$ cat src/psp_pkg.sv
// psp_pkg: constants, types and the ALU function of the program sequencer pipeline.
// assumes a single 250 MHz clock domain and a classic Wishbone register port.
package psp_pkg;

    // ----------------------------------------------------------------
    // register map (byte offsets)
    // ----------------------------------------------------------------
    localparam logic [7:0] PSP_OFS_PCL = 8'h00;
    localparam logic [7:0] PSP_OFS_CTRL = 8'h04;
    localparam logic [7:0] PSP_OFS_STAT = 8'h08;
    localparam int PSP_CTRL_INT_EN_BIT = 0;
    localparam int PSP_STAT_ACC_LSB = 0;
    localparam int PSP_STAT_FLAG_LSB = 8;
    localparam int PSP_STAT_PC_LSB = 12;

    // ----------------------------------------------------------------
    // reset values and vectors
    // ----------------------------------------------------------------
    localparam logic [11:0] PSP_RESET_VEC = 12'h000;
    localparam logic [7:0] PSP_ACC_RST = 8'h00;
    localparam logic [3:0] PSP_FLAGS_RST = 4'h0;
    localparam logic PSP_INT_EN_RST = 1'b0;

    // ----------------------------------------------------------------
    // status flag positions and phases
    // ----------------------------------------------------------------
    localparam int PSP_FLAG_C = 0;
    localparam int PSP_FLAG_AC = 1;
    localparam int PSP_FLAG_Z = 2;
    localparam int PSP_FLAG_OV = 3;
    localparam logic [1:0] PSP_PH_T1 = 2'h0;
    localparam logic [1:0] PSP_PH_T2 = 2'h1;
    localparam logic [1:0] PSP_PH_T3 = 2'h2;
    localparam logic [1:0] PSP_PH_T4 = 2'h3;

    // ----------------------------------------------------------------
    // types
    // ----------------------------------------------------------------
    typedef enum logic [2:0] {PSP_SEQ, PSP_JUMP, PSP_CALL, PSP_RET, PSP_RETURN_FROM_INT_INSTR} psp_ctrl_type;
    typedef enum logic [3:0] {
        PSP_PASS, PSP_ADD, PSP_ADC, PSP_SUB, PSP_SBC, PSP_DAA, PSP_AND, PSP_OR,
        PSP_XOR, PSP_CPL, PSP_RR, PSP_RRC, PSP_RL, PSP_RLC, PSP_INC, PSP_DEC
    } psp_alu_op_type;
    typedef enum logic [1:0] {PSP_SKIP_NONE, PSP_SKIP_ZERO, PSP_SKIP_NONZERO} psp_skip_type;

    typedef struct packed {
        psp_ctrl_type ctrl;
        psp_alu_op_type alu_op;
        psp_skip_type skip;
        logic use_mem;
        logic wr_en;
        logic to_mem;
        logic [11:0] target;
        logic [7:0] imm;
    } psp_dec_type;

    typedef struct packed {
        logic cyc;
        logic stb;
        logic we;
        logic [7:0] adr;
        logic [3:0] sel;
        logic [31:0] dat;
    } psp_wb_req_type;

    typedef struct packed {
        logic [7:0] res;
        logic [3:0] flags;
        logic [3:0] mask;
    } psp_alu_type;

    // ----------------------------------------------------------------
    // alu: a is the accumulator, b the source operand
    // ----------------------------------------------------------------
    function automatic psp_alu_type psp_alu_calc(psp_alu_op_type op, logic [7:0] a, logic [7:0] b,
                                                 logic [3:0] fin);
        psp_alu_type o;
        logic [7:0] bb;
        logic cn;
        logic [8:0] s;
        logic [4:0] h;
        logic [8:0] d;
        o = '0;
        bb = b;
        cn = 1'b0;
        s = '0;
        h = '0;
        d = {1'b0, a};
        o.res = b;
        case (op)
            PSP_ADD, PSP_ADC, PSP_SUB, PSP_SBC:
            begin
                // subtract as a + ~b + 1, so carry set means no borrow
                bb = (op == PSP_SUB || op == PSP_SBC) ? ~b : b;
                cn = (op == PSP_SUB) ? 1'b1 : ((op == PSP_ADD) ? 1'b0 : fin[PSP_FLAG_C]);
                s = {1'b0, a} + {1'b0, bb} + {8'h00, cn};
                h = {1'b0, a[3:0]} + {1'b0, bb[3:0]} + {4'h0, cn};
                o.res = s[7:0];
                o.flags[PSP_FLAG_C] = s[8];
                o.flags[PSP_FLAG_AC] = h[4];
                o.flags[PSP_FLAG_OV] = (a[7] == bb[7]) && (s[7] != a[7]);
                o.mask = 4'hF;
            end
            PSP_DAA:
            begin
                if (d[3:0] > 4'h9 || fin[PSP_FLAG_AC])
                    d = d + 9'h006;
                if (d[7:4] > 4'h9 || fin[PSP_FLAG_C] || d[8])
                    d = d + 9'h060;
                o.res = d[7:0];
                o.flags[PSP_FLAG_C] = d[8] | fin[PSP_FLAG_C];
                o.mask[PSP_FLAG_C] = 1'b1;
            end
            PSP_AND: begin o.res = a & b; o.mask[PSP_FLAG_Z] = 1'b1; end
            PSP_OR: begin o.res = a | b; o.mask[PSP_FLAG_Z] = 1'b1; end
            PSP_XOR: begin o.res = a ^ b; o.mask[PSP_FLAG_Z] = 1'b1; end
            PSP_CPL: begin o.res = ~b; o.mask[PSP_FLAG_Z] = 1'b1; end
            PSP_RR: o.res = {b[0], b[7:1]};
            PSP_RL: o.res = {b[6:0], b[7]};
            PSP_RRC:
            begin
                o.res = {fin[PSP_FLAG_C], b[7:1]};
                o.flags[PSP_FLAG_C] = b[0];
                o.mask[PSP_FLAG_C] = 1'b1;
            end
            PSP_RLC:
            begin
                o.res = {b[6:0], fin[PSP_FLAG_C]};
                o.flags[PSP_FLAG_C] = b[7];
                o.mask[PSP_FLAG_C] = 1'b1;
            end
            PSP_INC: begin o.res = b + 8'h01; o.mask[PSP_FLAG_Z] = 1'b1; end
            PSP_DEC: begin o.res = b - 8'h01; o.mask[PSP_FLAG_Z] = 1'b1; end
            default: o.res = b;
        endcase
        o.flags[PSP_FLAG_Z] = (o.res == 8'h00);
        return o;
    endfunction : psp_alu_calc

endpackage : psp_pkg

$ cat src/psp_sequencer.sv
// psp_sequencer: four-phase instruction sequencer with prefetch, return stack and 8-bit alu.
// assumes a synchronous program memory answering one clock after the address and an
// external decoder that turns instr_o into dec_i combinationally within the T2 phase.
`timescale 1ns/100ps

// What this block does
// - four non-overlapping phases from the system clock form one instruction cycle
// - at start of first phase the counter advances and next word is fetched
// - phases two to four decode and execute the previously fetched word
// - fetch overlaps execution, giving one plain instruction per cycle
// - jumps and calls take two cycles: one for the target, one for the branch
// - counter increases by one per instruction unless control moves elsewhere
// - counter is 12 bits: 4 high bits and a software-visible low byte
// - jumps, calls, interrupt entry and reset load the target into the counter
// - a met skip discards the prefetched word and runs a dummy cycle instead
// - low byte readable and writable; a write jumps within the current 256-word page
// - a low byte write costs one dummy cycle for the new prefetch
// - return stack holds only counter values; stack and pointer are hidden from software
// - call or interrupt acknowledge pushes the counter onto the return stack
// - return and return-from-interrupt pop the stack back into the counter
// - after reset the stack pointer marks an empty stack
// - with a full stack an interrupt waits unacknowledged until a return frees a level
// - a call on a full stack still runs, losing the oldest saved value
// - alu works on 8 bits, writes its target and updates status flags
// - add, add with carry, subtract, subtract with borrow and decimal adjust
// - and, or, xor, complement, rotates with and without carry, increment, decrement
// - reset loads address zero and execution starts there
module psp_sequencer
    import psp_pkg::*;
#(
    parameter int STACK_DEPTH = 8,
    parameter int INSTR_W = 16
)(
    // clock and reset
    input wire logic clk_i,
    input wire logic rst_i,
    // wishbone slave
    input psp_wb_req_type wb_req_i,
    output logic [31:0] wb_dat_o,
    output logic wb_ack_o,
    // program memory
    output logic [11:0] pm_addr_o,
    output logic pm_rd_o,
    input wire logic [INSTR_W-1:0] pm_data_i,
    // decoder
    output logic [INSTR_W-1:0] instr_o,
    output logic exec_valid_o,
    input psp_dec_type dec_i,
    // data memory operand and result
    input wire logic [7:0] mem_data_i,
    output logic [7:0] res_data_o,
    output logic res_wr_o,
    output logic [7:0] acc_o,
    output logic [3:0] flags_o,
    // interrupt handshake and phases
    input wire logic int_req_i,
    input wire logic [11:0] int_vec_i,
    output logic int_ack_o,
    output logic [3:0] phase_o
);

    localparam int SPW = (STACK_DEPTH > 1) ? $clog2(STACK_DEPTH) : 1;
    localparam logic [SPW:0] STACK_FULL_CNT = SPW'(STACK_DEPTH) == '0 ? {1'b1, {SPW{1'b0}}} :
                                              {1'b0, SPW'(STACK_DEPTH)};

    // ----------------------------------------------------------------
    // state
    // ----------------------------------------------------------------
    logic [1:0] phase_q;
    logic [3:0] phase_oh_q;
    logic [11:0] pc_q;
    logic [11:0] pc_d;
    logic [11:0] pm_addr_q;
    logic pm_rd_q;
    logic [INSTR_W-1:0] fetch_q;
    logic [INSTR_W-1:0] instr_q;
    logic [11:0] exec_pc_q;
    logic exec_valid_q;
    psp_dec_type dec_q;
    psp_alu_type alu_q;
    logic [7:0] acc_q;
    logic [3:0] flags_q;
    logic [7:0] res_data_q;
    logic res_wr_q;
    logic int_en_q;
    logic int_ack_q;
    logic [7:0] pcl_new_q;
    logic pcl_pend_q;
    logic [11:0] stk_mem [STACK_DEPTH];
    logic [SPW-1:0] sp_q;
    logic [SPW:0] cnt_q;
    logic [31:0] wb_dat_q;
    logic wb_ack_q;

    // ----------------------------------------------------------------
    // commit decisions taken at the end of T4, plus stack status and the bus decode that is not tied to T4
    // ----------------------------------------------------------------
    logic at_t4;
    logic exec_go;
    logic is_branch;
    logic skip_hit;
    logic do_call;
    logic do_pop;
    logic int_take;
    logic pcl_take;
    logic flush;
    logic push;
    logic [11:0] push_val;
    logic stk_full;
    logic stk_empty;
    logic bus_take;
    logic bus_wr;

    assign stk_full = (cnt_q == STACK_FULL_CNT);
    assign stk_empty = (cnt_q == '0);
    assign at_t4 = (phase_q == PSP_PH_T4);
    assign exec_go = at_t4 && exec_valid_q;
    assign do_call = exec_go && (dec_q.ctrl == PSP_CALL);
    assign do_pop = exec_go && (dec_q.ctrl == PSP_RET || dec_q.ctrl == PSP_RETURN_FROM_INT_INSTR);
    assign is_branch = exec_go && (dec_q.ctrl != PSP_SEQ);
    assign skip_hit = exec_go && ((dec_q.skip == PSP_SKIP_ZERO && alu_q.flags[PSP_FLAG_Z]) ||
                                  (dec_q.skip == PSP_SKIP_NONZERO && !alu_q.flags[PSP_FLAG_Z]));
    // a full stack holds the interrupt back; it is taken once a return frees a level
    assign int_take = at_t4 && int_req_i && int_en_q && !stk_full && !is_branch && !skip_hit;
    assign pcl_take = at_t4 && pcl_pend_q && !is_branch && !skip_hit && !int_take;
    assign flush = is_branch || skip_hit || int_take || pcl_take;
    assign push = do_call || int_take;
    // a call returns past itself; an interrupt returns to the discarded prefetch
    assign push_val = do_call ? (exec_pc_q + 12'h001) : pm_addr_q;
    assign bus_take = wb_req_i.cyc && wb_req_i.stb && !wb_ack_q;
    assign bus_wr = bus_take && wb_req_i.we;

    always_comb
    begin
        pc_d = pc_q;
        if (exec_go && (dec_q.ctrl == PSP_JUMP || dec_q.ctrl == PSP_CALL))
            pc_d = dec_q.target;
        else if (do_pop)
            pc_d = stk_mem[sp_q];
        else if (int_take)
            pc_d = int_vec_i;
        else if (pcl_take)
            pc_d = {pc_q[11:8], pcl_new_q};
    end

    // ----------------------------------------------------------------
    // phase generator
    // ----------------------------------------------------------------
    always_ff @(posedge clk_i)
    begin
        if (rst_i)
        begin
            phase_q <= PSP_PH_T4;
            phase_oh_q <= 4'h0;
        end
        else
        begin
            phase_q <= phase_q + 2'h1;
            phase_oh_q <= 4'h1 << (phase_q + 2'h1);
        end
    end

    // ----------------------------------------------------------------
    // fetch: counter, address and prefetch word
    // ----------------------------------------------------------------
    always_ff @(posedge clk_i)
    begin
        if (rst_i)
        begin
            pc_q <= PSP_RESET_VEC;
            pm_addr_q <= PSP_RESET_VEC;
            pm_rd_q <= 1'b0;
            fetch_q <= '0;
        end
        else
        begin
            pm_rd_q <= at_t4;
            if (at_t4)
            begin
                pm_addr_q <= pc_d;
                pc_q <= pc_d + 12'h001;
            end
            if (phase_q == PSP_PH_T2)
                fetch_q <= pm_data_i;
        end
    end

    // ----------------------------------------------------------------
    // execute pipe: the prefetched word runs in the next cycle
    // ----------------------------------------------------------------
    always_ff @(posedge clk_i)
    begin
        if (rst_i)
        begin
            instr_q <= '0;
            exec_pc_q <= PSP_RESET_VEC;
            exec_valid_q <= 1'b0;
            dec_q <= '0;
            alu_q <= '0;
        end
        else
        begin
            if (at_t4)
            begin
                instr_q <= fetch_q;
                exec_pc_q <= pm_addr_q;
                // nothing was fetched before the first phase after reset, so that slot is a dummy
                exec_valid_q <= !flush && phase_oh_q[3];
            end
            if (phase_q == PSP_PH_T2)
                dec_q <= dec_i;
            if (phase_q == PSP_PH_T3)
                alu_q <= psp_alu_calc(dec_q.alu_op, acc_q, dec_q.use_mem ? mem_data_i : dec_q.imm,
                                      flags_q);
        end
    end

    // ----------------------------------------------------------------
    // results: accumulator, memory write and flags
    // ----------------------------------------------------------------
    always_ff @(posedge clk_i)
    begin
        if (rst_i)
        begin
            acc_q <= PSP_ACC_RST;
            flags_q <= PSP_FLAGS_RST;
            res_data_q <= 8'h00;
            res_wr_q <= 1'b0;
        end
        else
        begin
            res_wr_q <= exec_go && dec_q.wr_en && dec_q.to_mem;
            if (exec_go)
            begin
                res_data_q <= alu_q.res;
                if (dec_q.wr_en && !dec_q.to_mem)
                    acc_q <= alu_q.res;
                flags_q <= (flags_q & ~alu_q.mask) | (alu_q.flags & alu_q.mask);
            end
        end
    end

    // ----------------------------------------------------------------
    // return stack: circular, so an overflowing push drops the oldest
    // ----------------------------------------------------------------
    always_ff @(posedge clk_i)
    begin
        if (push)
            stk_mem[SPW'(sp_q + SPW'(1))] <= push_val;
    end

    always_ff @(posedge clk_i)
    begin
        if (rst_i)
        begin
            sp_q <= '0;
            cnt_q <= '0;
        end
        else if (push)
        begin
            sp_q <= sp_q + SPW'(1);
            if (!stk_full)
                cnt_q <= cnt_q + 1'b1;
        end
        else if (do_pop)
        begin
            sp_q <= sp_q - SPW'(1);
            if (!stk_empty)
                cnt_q <= cnt_q - 1'b1;
        end
    end

    // ----------------------------------------------------------------
    // interrupt enable and acknowledge
    // ----------------------------------------------------------------
    always_ff @(posedge clk_i)
    begin
        if (rst_i)
        begin
            int_en_q <= PSP_INT_EN_RST;
            int_ack_q <= 1'b0;
        end
        else
        begin
            int_ack_q <= int_take;
            if (bus_wr && wb_req_i.adr == PSP_OFS_CTRL && wb_req_i.sel[0])
                int_en_q <= wb_req_i.dat[PSP_CTRL_INT_EN_BIT];
            else if (int_take)
                int_en_q <= 1'b0;
            else if (exec_go && dec_q.ctrl == PSP_RETURN_FROM_INT_INSTR)
                int_en_q <= 1'b1;
        end
    end

    // ----------------------------------------------------------------
    // wishbone slave, one wait state; unmapped reads give zero
    // ----------------------------------------------------------------
    always_ff @(posedge clk_i)
    begin
        if (rst_i)
        begin
            pcl_new_q <= 8'h00;
            pcl_pend_q <= 1'b0;
        end
        else
        begin
            // a new write wins over the take of an older one
            if (bus_wr && wb_req_i.adr == PSP_OFS_PCL && wb_req_i.sel[0])
            begin
                pcl_new_q <= wb_req_i.dat[7:0];
                pcl_pend_q <= 1'b1;
            end
            else if (pcl_take)
                pcl_pend_q <= 1'b0;
        end
    end

    always_ff @(posedge clk_i)
    begin
        if (rst_i)
        begin
            wb_ack_q <= 1'b0;
            wb_dat_q <= 32'h0000_0000;
        end
        else
        begin
            wb_ack_q <= bus_take;
            if (bus_take)
            begin
                wb_dat_q <= 32'h0000_0000;
                // stack pointer and contents are deliberately absent from the map
                unique case (wb_req_i.adr)
                    PSP_OFS_PCL: wb_dat_q[7:0] <= pc_q[7:0];
                    PSP_OFS_CTRL: wb_dat_q[PSP_CTRL_INT_EN_BIT] <= int_en_q;
                    PSP_OFS_STAT:
                    begin
                        wb_dat_q[PSP_STAT_ACC_LSB +: 8] <= acc_q;
                        wb_dat_q[PSP_STAT_FLAG_LSB +: 4] <= flags_q;
                        wb_dat_q[PSP_STAT_PC_LSB +: 12] <= pc_q;
                    end
                    default: wb_dat_q <= 32'h0000_0000;
                endcase
            end
        end
    end

    // ----------------------------------------------------------------
    // outputs
    // ----------------------------------------------------------------
    assign wb_dat_o = wb_dat_q;
    assign wb_ack_o = wb_ack_q;
    assign pm_addr_o = pm_addr_q;
    assign pm_rd_o = pm_rd_q;
    assign instr_o = instr_q;
    assign exec_valid_o = exec_valid_q;
    assign res_data_o = res_data_q;
    assign res_wr_o = res_wr_q;
    assign acc_o = acc_q;
    assign flags_o = flags_q;
    assign int_ack_o = int_ack_q;
    assign phase_o = phase_oh_q;

endmodule : psp_sequencer

$ cat config.mk
export PLATFORM = sky130hd
export DESIGN_NAME = psp_sequencer
export DESIGN_NICKNAME = d
export VERILOG_FILES = /design/src/psp_pkg.sv /design/src/psp_sequencer.sv
export SDC_FILE = /design/constraint.sdc
export NUM_CORES = 1
export LEC_CHECK = 0
export ABC_AREA = 1
export BUFFER_PORTS_ARGS = -buffer_cell sky130_fd_sc_hd__buf_2
export CORE_MARGIN = 4
export CORE_UTILIZATION = 40
export CTS_CLUSTER_SIZE = 24
export DETAILED_ROUTE_END_ITERATION = 10
export HOLD_SLACK_MARGIN = 0.15
export PLACE_DENSITY = 0.62
export RECOVER_POWER = 50
export SLEW_MARGIN = 20
export SYNTH_ARGS = -nofsm -noshare
export SYNTH_HDL_FRONTEND = slang
export SYNTH_SLANG_ARGS = --single-unit
$ cat constraint.sdc
create_clock -name clk_i -period 5.5 [get_ports clk_i]
set_clock_uncertainty 0.2 [all_clocks]
set_input_delay 0.55 -clock clk_i [delete_from_list [all_inputs] [get_ports clk_i]]
set_output_delay 0.55 -clock clk_i [all_outputs]
set_load 0.1 [all_outputs]
# Yosys cells after proc, flatten, opt, wreduce, memory -nomap -nowiden

Memories as Yosys holds them, arrays and structs flattened. A register that Yosys moved wholly into a read port is not among the register bits.
Cells that the tools add are included.

Memory bits (writable): 96
Input bits: 118
Memories kept: 1
Output and inout bits: 89
Word-level logic and storage cells: 196
Flip-flop bits (word level): 188

Equality and inequality tests: 31
Add/sub/neg operators: 15
$lt $le $gt $ge: 2
Reductions and logical operators: 61
Bitwise gates (word level): 9
Shift operators: 1
Muxes and demuxes: 44

Memories:

| memory  | words | width | rd ports | clocked after Yosys merged registers in | write ports | RTL line            | source |
|---|---|---|---|---|---|---|---|
| stk_mem | 8     | 12    | 1        | 1                                       | 1           | psp_sequencer.sv:89 | `logic [11:0] stk_mem [STACK_DEPTH];` |

Operator list:

| kind                  | number |
|---|---|
| $pmux 8 s12           | 1 |
| $mux 9                | 8 |
| $mux 12               | 4 |
| $mux 8                | 5 |
| $eq 4x4->1 const B    | 9 |
| $logic_and 1x1->1     | 30 |
| $add 12x1->12 const B | 2 |
| $eq 4x3->1 const B    | 4 |
| $logic_not 8->1       | 2 |
| $mux 16               | 1 |
| $mux 4                | 4 |
| $mux 1                | 14 |
| $pmux 7 s2            | 1 |
| $mux 3                | 4 |
| $logic_or 1x1->1      | 11 |
| $reduce_or 10->1      | 1 |
| $add 8x3->9 const B   | 1 |
| $add 8x8->9           | 1 |
| $add 9x1->9           | 1 |
| $add 9x7->9 const B   | 1 |
| $add 8x1->8 const B   | 1 |
| $and 4x4->4           | 2 |
| $and 8x8->8           | 1 |
| $eq 4x2->1 const B    | 2 |
| 37 further kinds      | 52 |

# Depth between registers and ports, before layout

Gate-level depths: netlist of the first run.

Word-level depth: 17
Mapped depth: 23
Gate-level depth less buffers: 22

# Least setup slack after synthesis of the first run

Ideal clock, no wire load.

Path type: reg-to-reg
From: register exec_valid_q (netlist: exec_valid_o)
To: memory stk_mem[4][0], enable pin
Cell stages (with the launch flop): 8
Path buffers: 1
Data arrival time: 3.223 ns
Slack: 1.664 ns
Library setup time: 0.412 ns
Cell sequence: dfxtp_1 -> nand2_2 -> nor2_2 -> inv_1 -> nor3_2 -> nor2_1 -> buf_2 -> nor4_1

Word-level cells in the longest chain between the ends: 8

RTL lines:

| item                           | RTL line             | source |
|---|---|---|
| start: declaration             | psp_sequencer.sv:78  | `logic exec_valid_q;` |
| start signal: assignment       | psp_sequencer.sv:208 | `exec_valid_q <= !flush && phase_oh_q[3];` |
| $logic_and 1x1->1 *            | psp_sequencer.sv:117 | `assign exec_go = at_t4 && exec_valid_q;` |
| $logic_and 1x1->1              | psp_sequencer.sv:120 | `assign is_branch = exec_go && (dec_q.ctrl != PSP_SEQ);` |
| $logic_not 1->1                | psp_sequencer.sv:124 | `assign int_take = at_t4 && int_req_i && int_en_q && !stk_full && !is_branch && !skip_hit;` |
| $logic_and 1x1->1 (2 in a row) | psp_sequencer.sv:124 |  |
| $logic_or 1x1->1 *             | psp_sequencer.sv:127 | `assign push = do_call \|\| int_take;` |
| $mux 1 *                       | psp_sequencer.sv:248 | `if (push)` |
| $mux 1 (not written as such) * | psp_sequencer.sv:249 | `stk_mem[SPW'(sp_q + SPW'(1))] <= push_val;` |
| end: declaration               | psp_sequencer.sv:89  |  |

Every way passes the cells marked *; elsewhere a longest branch is shown, timed or not.

# Final worst setup path of the first run

From: register phase_q[0]
To: register cnt_q[3]

Word-level cells in the longest chain between the ends: 9

RTL lines:

| item                                                      | RTL line                                   | source |
|---|---|---|
| start: declaration                                        | psp_sequencer.sv:69                        | `logic [1:0] phase_q;` |
| start signal: assignment                                  | psp_sequencer.sv:158                       | `phase_q <= phase_q + 2'h1;` |
| $eq 2x2->1 *                                              | psp_sequencer.sv:116                       | `assign at_t4 = (phase_q == PSP_PH_T4);` |
| named net at_t4                                           | psp_sequencer.sv:98                        | `logic at_t4;` |
| $logic_and 1x1->1, on equally long branches               | psp_sequencer.sv:124, psp_sequencer.sv:117 |  |
| $logic_and 1x1->1, on equally long branches               | psp_sequencer.sv:124, psp_sequencer.sv:120 |  |
| $logic_and 1x1->1 or $logic_not 1->1 (tied branches)      | psp_sequencer.sv:124                       |  |
| $logic_and 1x1->1 (2 in a row)                            | psp_sequencer.sv:124                       |  |
| $logic_or 1x1->1                                          | psp_sequencer.sv:127                       |  |
| $ne 2x2->1 (no line) or $reduce_bool 2->1 (tied branches) | -                                          |  |
| $reduce_and 3->1 (no line)                                | -                                          |  |
| end signal: assignment                                    | psp_sequencer.sv:263                       | `cnt_q <= cnt_q + 1'b1;` |
| end signal: assignment                                    | psp_sequencer.sv:269                       | `cnt_q <= cnt_q - 1'b1;` |
| end: declaration                                          | psp_sequencer.sv:91                        | `logic [SPW:0] cnt_q;` |

The timed path passes the listed nets; every way through them passes the cells marked *.
A chain may end at the register's enable or synchronous reset.

==> results of run 1 <==
## per-layer routing
metal | vias up | GRT usage, % | share of wire, %
li1 | 6258 | - | -
met5 | - | 0 | 0.031
met3 | 70 | 3.48 | 6.1
met1 | 5860 | 29.9 | 46
met4 | 2 | 5.77 | 2.3
met2 | 407 | 33.9 | 46
## through the flow
stage | instances | setup slack (ns)
4_1_cts | 2435 | 1.76
3_3_place_gp | 2326 | 1.85
6_report | 2435 | 1.25
2_1_floorplan | 1769 | 1.66
3_5_place_dp | 2326 | 1.77
5_1_grt | 2435 | 0.893
## worst max-delay path by stage
stage / startpoint / to / slack [ns] / depth (start not counted)
after global placement: dec_q[26] / alu_q[6] / 1.85 / 21
after detailed placement: phase_q[0] / cnt_q[3] / 1.77 / 13
after CTS: phase_q[0] / cnt_q[3] / 1.76 / 13
final: phase_q[0] / cnt_q[3] / 1.25 / 13
after global routing: phase_q[0] / cnt_q[3] / 0.89 / 13
after floorplan: exec_valid_o / stk_mem[4][0] / 1.66 / 7
## area by class of cell
cell class              instances  area, sq um
fillers                      3402        17800
flip-flops and latches        286         6690
multi-input cells            1229         6260
repair buffers                239         1360
clock buffers                  47          982
inverters                     166          624
well taps                     455          569
clock inverters                13          140
## repair_timing
action	in CTS	in global routing
hold buffers	49	0
endpoints found under the hold margin	50	0
buffers inserted	0	0
## cell usage in the layout (no fill, tap or decap), types with 4 or more instances in the layout
cell / synthesis / final
nor4_1: 8 / 6
o22ai_1: 12 / 12
a21oi_1: 118 / 118
o221ai_1: 5 / 5
nand2_1: 271 / 273
clkbuf_8: 0 / 4
nand3_2: 6 / 5
edfxtp_1: 96 / 96
fa_1: 4 / 4
buf_4: 12 / 13
xnor2_1: 11 / 11
dfxtp_1: 190 / 190
dlygate4sd3_1: 0 / 49
clkinv_1: 4 / 5
o211ai_1: 29 / 29
buf_2: 15 / 89
clkinv_2: 0 / 6
conb_1: 1 / 8
o21ai_0: 234 / 234
or2_2: 8 / 8
clkbuf_1: 51 / 95
nor3_1: 16 / 17
o21ai_1: 6 / 6
xor2_1: 11 / 11
inv_1: 160 / 160
clkbuf_16: 0 / 36
nor2_4: 5 / 5
nand3_1: 76 / 77
nor2_1: 298 / 299
nand3b_1: 4 / 4
ha_1: 40 / 40
nand4_1: 16 / 16
nor2_2: 7 / 6
## worst max-delay path: stages, from the launching register on
cell     delay [ns]
dfxtp_1        0.41
ha_1           0.22
nand2_1        0.29
inv_1          0.52
nand2_1        0.28
nand2_4        0.17
nor2_4         0.08
nor2_1         0.82
ha_1           0.43
a21oi_1        0.14
o21ai_0        0.12
xnor2_1        0.18
o21ai_0        0.11
a21oi_1        0.21
## cell families after synthesis
group,after synthesis
and+or+nand+nor,727
other,1
buffers and inverters,254
AOI/OAI and AO/OA,428
adders and majority gates,44
xor gates and xnor gates,22
DFF,286
## where the power goes
group | leakage, uW | switching (uW) | total [uW] | internal [uW]
Sequential | 0.00243 | 78.6 | 2360 | 2280
Clock | 0.000557 | 893 | 2250 | 1350
Combinational | 0.00384 | 667 | 897 | 229
## state kept, by name, summed over array words and instances, names as in the netlist, 8 cells and up, named ones only
| register | flops |
|---|---|
| stk_mem | 96 |
| dec_q | 32 |
| wb_dat_o | 24 |
| fetch_q | 16 |
| instr_o | 16 |
| alu_q | 15 |
| exec_pc_q | 12 |
| pc_q | 12 |
| pm_addr_o | 12 |
| acc_o | 8 |
| pcl_new_q | 8 |
| res_data_o | 8 |
==> results.md, run 1 <==
* Hold depth at 3
* Hold_ws at roughly 0.17 ns
* Synth top cells by count: 298 x nor2_1, 271 x nand2_1, 234 x o21ai_0
* Number of synthesis warnings at 0
* Worst Setup End Kind: flop
* Root buffer cell: clkbuf_16
* Setup TNS at 0 ns
* Register area share after synthesis at between 40% and 50%
* Largest net degree at the start of global routing at 56
* Remaining DRCs at 0
* Post-Synthesis Cell Area at 0.0140 sq mm
* Max Buffers Root-to-Sink at 3
* Simple-Gate Fraction of Synth Area at 22.2%
* Core area at ~0.034 sq mm
* Global placement routability congestion at 0.894
* Ys async rst share at 0%
* Flop-to-flop setup slack at 1.25 ns
* Max_slew headroom at -29.1%
* CTS resizes at 0
* Compound-gate portion of the synthesized area at 16.8%
* Max-Cap Viols at 5
* R2R depth at 13
* Starting Density at 40.5%
* Overall routed net length at between 40,000 and 50,000 um
* Port bufs at 171
* # H-tree levels at 2
* Count leader, synth: nor2_1
* Data required, critical path at around 5.7 ns
* Xor/xnor cell area share of the yosys netlist at 1.38%
* Share of cells above drive strength 1 at 10.0%
* Placed Area at about 0.015 sq mm
* GRT Total Usage at 21.2%
* Hold Path Class: input port to flop
* Die W at 195 um
* Leakage at a little under 0.007 uW
* CP Launch Type: flop
* DIE AREA at ~0.038 sq mm
* Post-synthesis mux area share at 0%
* Final Power at 5510 uW
* RSZ-0062 raised after global routing: false
* Synth top area share at 27.3%
* Die height at ~190 um
* Top_reg_cell synth: dfxtp_1
* Setup CP Type: flop to flop
* Peak VDD IR at between 0.2 and 0.25 mV
* Avg Inst Size Synth at 7.92 sq um
* First-pass DRT Iterations at 5
* Ant diodes at 0
* Fin. Hold Viols at 0
* Final setup viols at 0
* Crit-path max FO at 16
* I/O pins at 207
* #FFs+latches synth at 286
* DRT iter0 DRCs at between 900 and 1,000
* Synth cell types at 52
* Vias at approximately 13,000
* # nets final at 2,118
* Peak Freq at 235 MHz
* Vias in the first global route at 11,886
* Rows at 68
* Grt ovf at 0
* Top post-synthesis cells by area: dfxtp_1 27%, edfxtp_1 21%, o21ai_0 8.4%
* Hold Path Sink: dec_q[27]
* Reg-to-Reg End: cnt_q[3]
* Total CTS buffers at 34
* Vias per cell at slightly above 5
* Pins over their slew limit at approximately 240
* CTS tree: done
* First-pass GRT wire length at 65,500 um
* PD cells at 331 mW/mm^2
* Worst reg2reg path startpoint: phase_q[0]
* Hold Startpoint: dec_i[27]
* Slew @ Worst Pin at between 1.5 and 2 ns
* Failing checks: max-capacitance violations, max-slew violations
* Shortest period the worst path allows at 4.25 ns
* Final ANT Viol Nets at 0
* Mapped Cells at 1,762
* Final Util at 48.3%
* Initial antenna violation count at 1
* Area Overhead vs Synth at 19.2%
* Synth Area in Adders at about 4.2%
* Post-DP HPWL at 29,300 um
* Arrival @ worst endpoint at 4.48 ns
* Leading area contributor after synthesis: dfxtp_1
* Clk_lat worst skew at 0.52 ns
* CTS clock-pin slew for the worst setup and hold paths at 0.06 ns
* WL/cell at ~17 um
* Final period util at 77.3%
* Clock Sinks at 286
* Post-synth EDFFs at 96
* Largest family of logic cells by synthesized area: simple AND/OR/NAND/NOR gates
* Status: finished with violations
* Post-layout instance area at about 0.017 sq mm
Note: power is estimated with default switching activity, not from simulation.
==> inputs of run 2 (changes only) <==
==> constraint.sdc (replaced) <==
create_clock -name clk_i -period 4.35 [get_ports clk_i]
set_clock_uncertainty 0.2 [all_clocks]
set_input_delay 0.435 -clock clk_i [delete_from_list [all_inputs] [get_ports clk_i]]
set_output_delay 0.435 -clock clk_i [all_outputs]
set_load 0.1 [all_outputs]
==> run 2 against run 1 <==
Compared with the run above: the run still ends with max-capacitance violations, max-slew violations left; sequential share of layout area increased by 0.15 points; power increased by 19%; sequential power increased by 26%; sequential cell count unchanged; die area unchanged; hold slack improved by 0.010 ns; critical path depth decreased by 5; critical path type unchanged; critical endpoint is now stk_mem[7][8].
==> results.md, run 2 (same netlist as run 1, synthesis figures left out) <==
* Status: finished with violations
* Failing checks: max-capacitance violations, max-slew violations
* Overall routed net length at 42,400 um (+1.4%)
* Most common cell after layout, fill and taps aside: nor2_1
* Die height at 195 um (unchanged)
* Final period util at 88.2% (+11 points)
* Hold depth at 5 (+2)
* Peak VDD IR at 0.328 mV (+40%)
* Pins over their slew limit at 125 (-48%)
* Clk_lat worst skew at 0.58 ns (+0.06 ns)
* Placed Area at 0.0152 sq mm (about the same)
* Peak Freq at 261 MHz (+11%)
* Core area at 0.0345 sq mm (unchanged)
* Share of cells above drive strength 1 at 10.1% (+0.060 points)
* Rows at 68 (unchanged)
* Slew @ Worst Pin at 2.11 ns (+0.173 ns)
* Top delay family on crit path: buffers and inverters
* Most used cell, CP: inv_1
* CTS tree: done
* Port bufs at 171 (unchanged)
* Post-CTS setup buffers at 0 (unchanged)
* Post-layout instance area at 0.0166 sq mm (-0.36%)
* Fin. Hold Viols at 0 (unchanged)
* Largest Register: stk_mem
* Final setup viols at 0 (unchanged)
* Leakage at 0.00680 uW (-0.47%)
* Hold Startpoint: wb_req_i[32]
* Number of flip-flops in the largest register at 96 (unchanged)
* Cells along the critical path: ha_1 -> nand2_1 -> nor2_1 -> inv_1 -> nor3_1 -> clkbuf_1 -> inv_1 -> o31ai_1
* # nets final at 2,127 (+0.42%)
* CP Launch Type: flop
* DRT iter0 DRCs at 981 (-0.61%)
* Flop-to-flop setup slack at 0.51 ns (-0.73 ns)
* Vias per cell at 5.19 (+0.30%)
* Post-DP HPWL at 29,400 um (+0.33%)
* Worst path max stage delay at 0.90 ns (+0.08 ns)
* Multi-input gate area at 0.00626 sq mm (-0.12%)
* Setup TNS at 0 ns (unchanged)
* Data required, critical path at 4.40 ns (-1.33 ns)
* Slowest-stage cell, CP: o31ai_1
* CTS Hold Bufs at 60 (+22%)
* Hold Path Sink: int_en_q
* First-pass DRT Iterations at 5 (unchanged)
* Clock Sinks at 286 (unchanged)
* I/O pins at 207 (unchanged)
* PD cells at 395 mW/mm^2 (+19%)
* Global placement routability congestion at 0.922 (+3.1%)
* Remaining DRCs at 0 (unchanged)
* Area Overhead vs Synth at 18.8%
* Setup CP Type: flop to flop
* Initial antenna violation count at 0 (-1)
* Most frequent cells in the layout: 298 x nor2_1, 272 x nand2_1, 233 x o21ai_0
* Arrival @ worst endpoint at 3.88 ns (-0.60 ns)
* Filler cells at 3,402 (unchanged)
* First-pass GRT wire length at 65,900 um (+0.62%)
* FF/Latch Area at 0.00669 sq mm (about the same)
* Reg-to-Reg End: stk_mem[7][8]
* Final ANT Viol Nets at 0 (unchanged)
* Buf+Inv Stages, Crit Path at 3 (+2)
* RSZ-0062 raised after global routing: false
* Worst reg2reg path startpoint: phase_q[0]
* WL/cell at 17.3 um (+1.1%)
* Max Buffers Root-to-Sink at 3 (unchanged)
* Crit-path max FO at 16 (unchanged)
* Root buffer cell: clkbuf_16
* Vias at 12,676 (+0.63%)
* Worst Setup End Kind: flop
* R2R depth at 8 (-5)
* Max_slew headroom at -40.6% (-12 points)
* CTS resizes at 0 (unchanged)
* Starting Density at 40.5% (unchanged)
* Max-Cap Viols at 1 (-4)
* DIE AREA at 0.0379 sq mm (unchanged)
* Grt ovf at 0 (unchanged)
* Hold Path Class: input port to flop
* Largest net degree at the start of global routing at 125 (+120%)
* Shortest period the worst path allows at 3.84 ns (-0.416 ns)
* Ant diodes at 0 (unchanged)
* # H-tree levels at 1 (-1)
* Final Util at 48.1% (-0.17 points)
* Total CTS buffers at 30 (-12%)
* Die W at 195 um (unchanged)
* GRT Total Usage at 21.2% (+0.052 points)
* Vias in the first global route at 11,940 (+0.45%)
* CTS clock-pin slew for the worst setup and hold paths at 0.06 ns (about the same)
run 2: cell types whose count changed in the layout (fill, tap and decap cells not counted), sizes merged, moves of 3 or more:
cell / delta
clkinv: +6
clkbuf: -13
dlygate4sd3: +11
buf: +6
inv: -4
clkinvlp: +3
run 2: power breakdown:
group	internal, uW	switching [uW]	leakage [uW]
Sequential	2890	96.2	0.00243
Clock	1360	1060	0.000448
Combinational	296	850	0.00392
run 2: metrics by stage:
step                hold WS [ns]  setup WS [ns]  cells  power (uW)
detailed placement         0.246          0.693   2328        4140
global route               0.189          0.207   2443        6840
finish                     0.177          0.512   2443        6550
CTS                        0.176          0.676   2443        6610
global placement           0.241          0.744   2328        4130
floorplan                  0.229          0.514   1769        3850
run 2: how the worst max path moves through the flow:
stage                            start  cells after the start  slack, ns        endpoint
after detailed placement    phase_q[0]                      8       0.69  stk_mem[3][10]
final                       phase_q[0]                      8       0.51   stk_mem[7][8]
after CTS                    dec_q[22]                     20       0.68        alu_q[6]
after global routing        phase_q[0]                      8       0.21   stk_mem[7][2]
after floorplan           exec_valid_o                      7       0.51   stk_mem[4][0]
after global placement       dec_q[22]                     20       0.74        alu_q[6]
run 2: final cells by class:
cell class	count	area share, %
clock buffers	38	4.83
flip-flops and latches	286	40.4
clock inverters	17	0.778
repair buffers	252	9.07
inverters	166	3.77
well taps	455	3.44
multi-input cells	1229	37.8
run 2: per-layer routing:
metal  share of wire [%]  GRT usage, %  vias to the layer above
met5                   0             0                        -
met2                  45          33.6                      421
met4                 3.0          6.96                        0
met3                 6.7          3.45                       71
li1                    -             -                     6280
met1                  46          29.9                     5904
run 2: worst reg2reg max path: cells and delay by family (launching register included):
| family | cells | cell delay, ns |
|---|---|---|
| buffers and inverters | 3 | 1.05 |
| adders and majority gates | 1 | 0.23 |
| and+or+nand+nor | 3 | 0.71 |
| DFF | 1 | 0.42 |
| AOI/OAI and AO/OA | 1 | 0.90 |
==> inputs of run 3 (changes only) <==
--- a/config.mk
+++ b/config.mk
@@ -6,13 +6,16 @@
 export NUM_CORES = 1
 export LEC_CHECK = 0
 export ABC_AREA = 1
+export ABC_CLOCK_PERIOD_IN_PS = 4350
 export BUFFER_PORTS_ARGS = -buffer_cell sky130_fd_sc_hd__buf_2
+export CELL_PAD_IN_SITES_DETAIL_PLACEMENT = 1
+export CELL_PAD_IN_SITES_GLOBAL_PLACEMENT = 1
 export CORE_MARGIN = 4
 export CORE_UTILIZATION = 40
 export CTS_CLUSTER_SIZE = 24
 export DETAILED_ROUTE_END_ITERATION = 10
 export HOLD_SLACK_MARGIN = 0.15
-export PLACE_DENSITY = 0.62
+export PLACE_DENSITY = 0.79
 export RECOVER_POWER = 50
 export SLEW_MARGIN = 20
 export SYNTH_ARGS = -nofsm -noshare
==> run 3 against run 2 <==
Compared with the run above: the run still ends with max-capacitance violations, max-slew violations left; hold slack improved by 0.018 ns; non-clock buffer count rose by 5; global-route usage rose by 3.7 points; cell count rose by 0.45%; critical endpoint is now stk_mem[3][7].
==> results.md, run 3 (same netlist as run 1, synthesis figures left out) <==
* PD cells at 420 mW/mm^2 (+6.1%)
* Internal power at 4910 uW (+8.1%)
* Final setup viols at 0 (unchanged)
* Comb pwr share at 16.7% (-0.8 points)
* Final period util at 91.7% (+3.4 points)
* Post-DP HPWL at 33,000 um (+12%)
* Share of cells above drive strength 1 at 10.5% (+0.41 points)
* Grt ovf at 0 (unchanged)
* Data required, critical path at 4.32 ns (-0.08 ns)
* Cells along the critical path: ha_2 -> nand2_2 -> nor2_1 -> inv_1 -> nor3_1 -> clkbuf_1 -> inv_1 -> o21ai_0
* Most frequent cells in the layout: 300 x nor2_1, 271 x nand2_1, 235 x o21ai_0
* Setup slack after placement at 0.530 ns (-0.163 ns)
* Switching Fraction at 30.3% (-0.43 points)
* CTS tree: done
* Number of flip-flops in the largest register at 96 (unchanged)
* Die height at 195 um (unchanged)
* Peak Freq at 251 MHz (-3.7%)
* Overall routed net length at 48,700 um (+15%)
* Sw power at 2130 uW (+6.0%)
* Most common cell after layout, fill and taps aside: nor2_1
* Global placement routability congestion at 0.913 (-1.0%)
* Crit-path max FO at 16 (unchanged)
* Max Buffers Root-to-Sink at 3 (unchanged)
* Area Overhead vs Synth at 20.3%
* Hold_ws at 0.196 ns (+0.0182 ns)
* Vias at 13,158 (+3.8%)
* WL/cell at 19.8 um (+14%)
* Most used cell, CP: inv_1
* Status: finished with violations
* Pins over their slew limit at 36 (-71%)
* Remaining DRCs at 0 (unchanged)
* CTS resizes at 0 (unchanged)
* Clock share of power at 40.8% (+3.8 points)
* Total CTS buffers at 34 (+13%)
* Top delay family on crit path: buffers and inverters
* Largest net degree at the start of global routing at 112 (-10%)
* RSZ-0062 raised after global routing: false
* Max-Cap Viols at 1 (unchanged)
* Peak VDD IR at 0.262 mV (-20%)
* First-pass GRT wire length at 76,400 um (+16%)
* Core area at 0.0345 sq mm (unchanged)
* CTS clock-pin slew for the worst setup and hold paths at 0.06 ns (about the same)
* Largest Register: stk_mem
* Worst path max stage delay at 0.95 ns (+0.05 ns)
* Setup TNS at 0 ns (unchanged)
* CP Launch Type: flop
* Hold Path Class: input port to flop
* Worst Setup End Kind: flop
* Placed Area at 0.0152 sq mm (+0.26%)
* Slowest-stage cell, CP: o21ai_0
* Fin. Hold Viols at 0 (unchanged)
* Rows at 68 (unchanged)
* DIE AREA at 0.0379 sq mm (unchanged)
* Reg power frac at 42.5% (-3.0 points)
* Setup CP Type: flop to flop
* Port bufs at 171 (unchanged)
* Shortest period the worst path allows at 3.99 ns (+0.149 ns)
* DRT iter0 DRCs at 850 (-13%)
* Initial antenna violation count at 2 (+2)
* Vias in the first global route at 13,781 (+15%)
* Slew @ Worst Pin at 1.54 ns (-0.564 ns)
* Starting Density at 40.5% (unchanged)
* Root buffer cell: clkbuf_16
* Buf+Inv Stages, Crit Path at 3 (unchanged)
* Clock Sinks at 286 (unchanged)
* Vias per cell at 5.36 (+3.3%)
* Filler cells at 4,244 (+25%)
* Clk_lat worst skew at 0.53 ns (-0.05 ns)
* GRT Total Usage at 24.9% (+3.7 points)
* Failing checks: max-capacitance violations, max-slew violations
* I/O pins at 207 (unchanged)
* # nets final at 2,136 (+0.42%)
* # H-tree levels at 2 (+1)
* Final ANT Viol Nets at 0 (unchanged)
* Die W at 195 um (unchanged)
* Max_slew headroom at -2.99% (+38 points)
* First-pass DRT Iterations at 5 (unchanged)
* Fin worst setup slack at 0.363 ns (-0.149 ns)
* Leakage at 0.00691 uW (+1.6%)
* Post-layout instance area at 0.0168 sq mm (+1.3%)
* Arrival @ worst endpoint at 3.96 ns (+0.08 ns)
-- run 3: changes by cell type in the layout (fill, tap and decap cells not counted), sizes merged --
cell / change
dlygate4sd3: -2
clkbuf: +12
clkinvlp: -3
diode: +2
inv: +4
clkinv: -7
bufinv: +2
buf: +3
-- run 3: power groups by stage --
stage          Combinational, uW  Clock [uW]  Sequential (uW)
4_1_cts                     1180        2920             2990
2_1_floorplan                581           0             3270
6_report                    1180        2870             2990
3_3_place_gp                1100           0             3040
3_5_place_dp                1130           0             3040
5_1_grt                     1290        3030             3000
-- run 3: metrics by stage --
stage,util [%],cells,power [uW]
2_1_floorplan,-,1769,3850
3_3_place_gp,44.2,2335,4140
3_5_place_dp,44.2,2335,4170
4_1_cts,49.1,2452,7080
5_1_grt,48.7,2453,7320
6_report,48.7,2454,7040
-- run 3: timing repair --
item	CTS	global route
hold endpoints to repair	59	0
hold buffers	58	0
buffers inserted	0	0
-- run 3: worst register-to-register path: cells and delay by family, from the launching register on --
kind / cells / cell delay, ns
adders and majority gates: 1 / 0.35
buffers and inverters: 3 / 1.10
and+or+nand+nor: 3 / 0.59
DFF: 1 / 0.44
AOI/OAI and AO/OA: 1 / 0.95
-- run 3: path summary, 6_finish.rpt --
check,start,end,slack (ns),cells after the start
min,wb_req_i[36],wb_dat_o[0],0.20,6
max,phase_q[0],stk_mem[3][7],0.36,8
min reg2reg,wb_dat_o[16],wb_dat_o[16],0.27,2
max reg2reg,phase_q[0],stk_mem[3][7],0.36,8
-- run 3: layout make-up --
| type | instances | area [sq um] | share of cell area, % |
|---|---|---|---|
| Timing Repair Buffer | 257 | 1520 | 9.07 |
| Sequential cell | 286 | 6690 | 39.8 |
| Multi-Input combinational cell | 1229 | 6260 | 37.3 |
| Clock buffer | 46 | 957 | 5.70 |
| Inverter | 166 | 626 | 3.73 |
| Antenna cell | 2 | 5.00 | 0.0298 |
| Clock inverter | 13 | 158 | 0.939 |
| Tap cell | 455 | 569 | 3.39 |
-- run 3: metal layers --
| metal | track usage (%) | vias up | share of wire [%] |
|---|---|---|---|
| met4 | 7.86 | 2 | 2.8 |
| li1 | - | 6292 | - |
| met3 | 4.49 | 90 | 5.7 |
| met2 | 42.0 | 391 | 48 |
| met5 | 0 | - | 0.014 |
| met1 | 32.7 | 6383 | 44 |
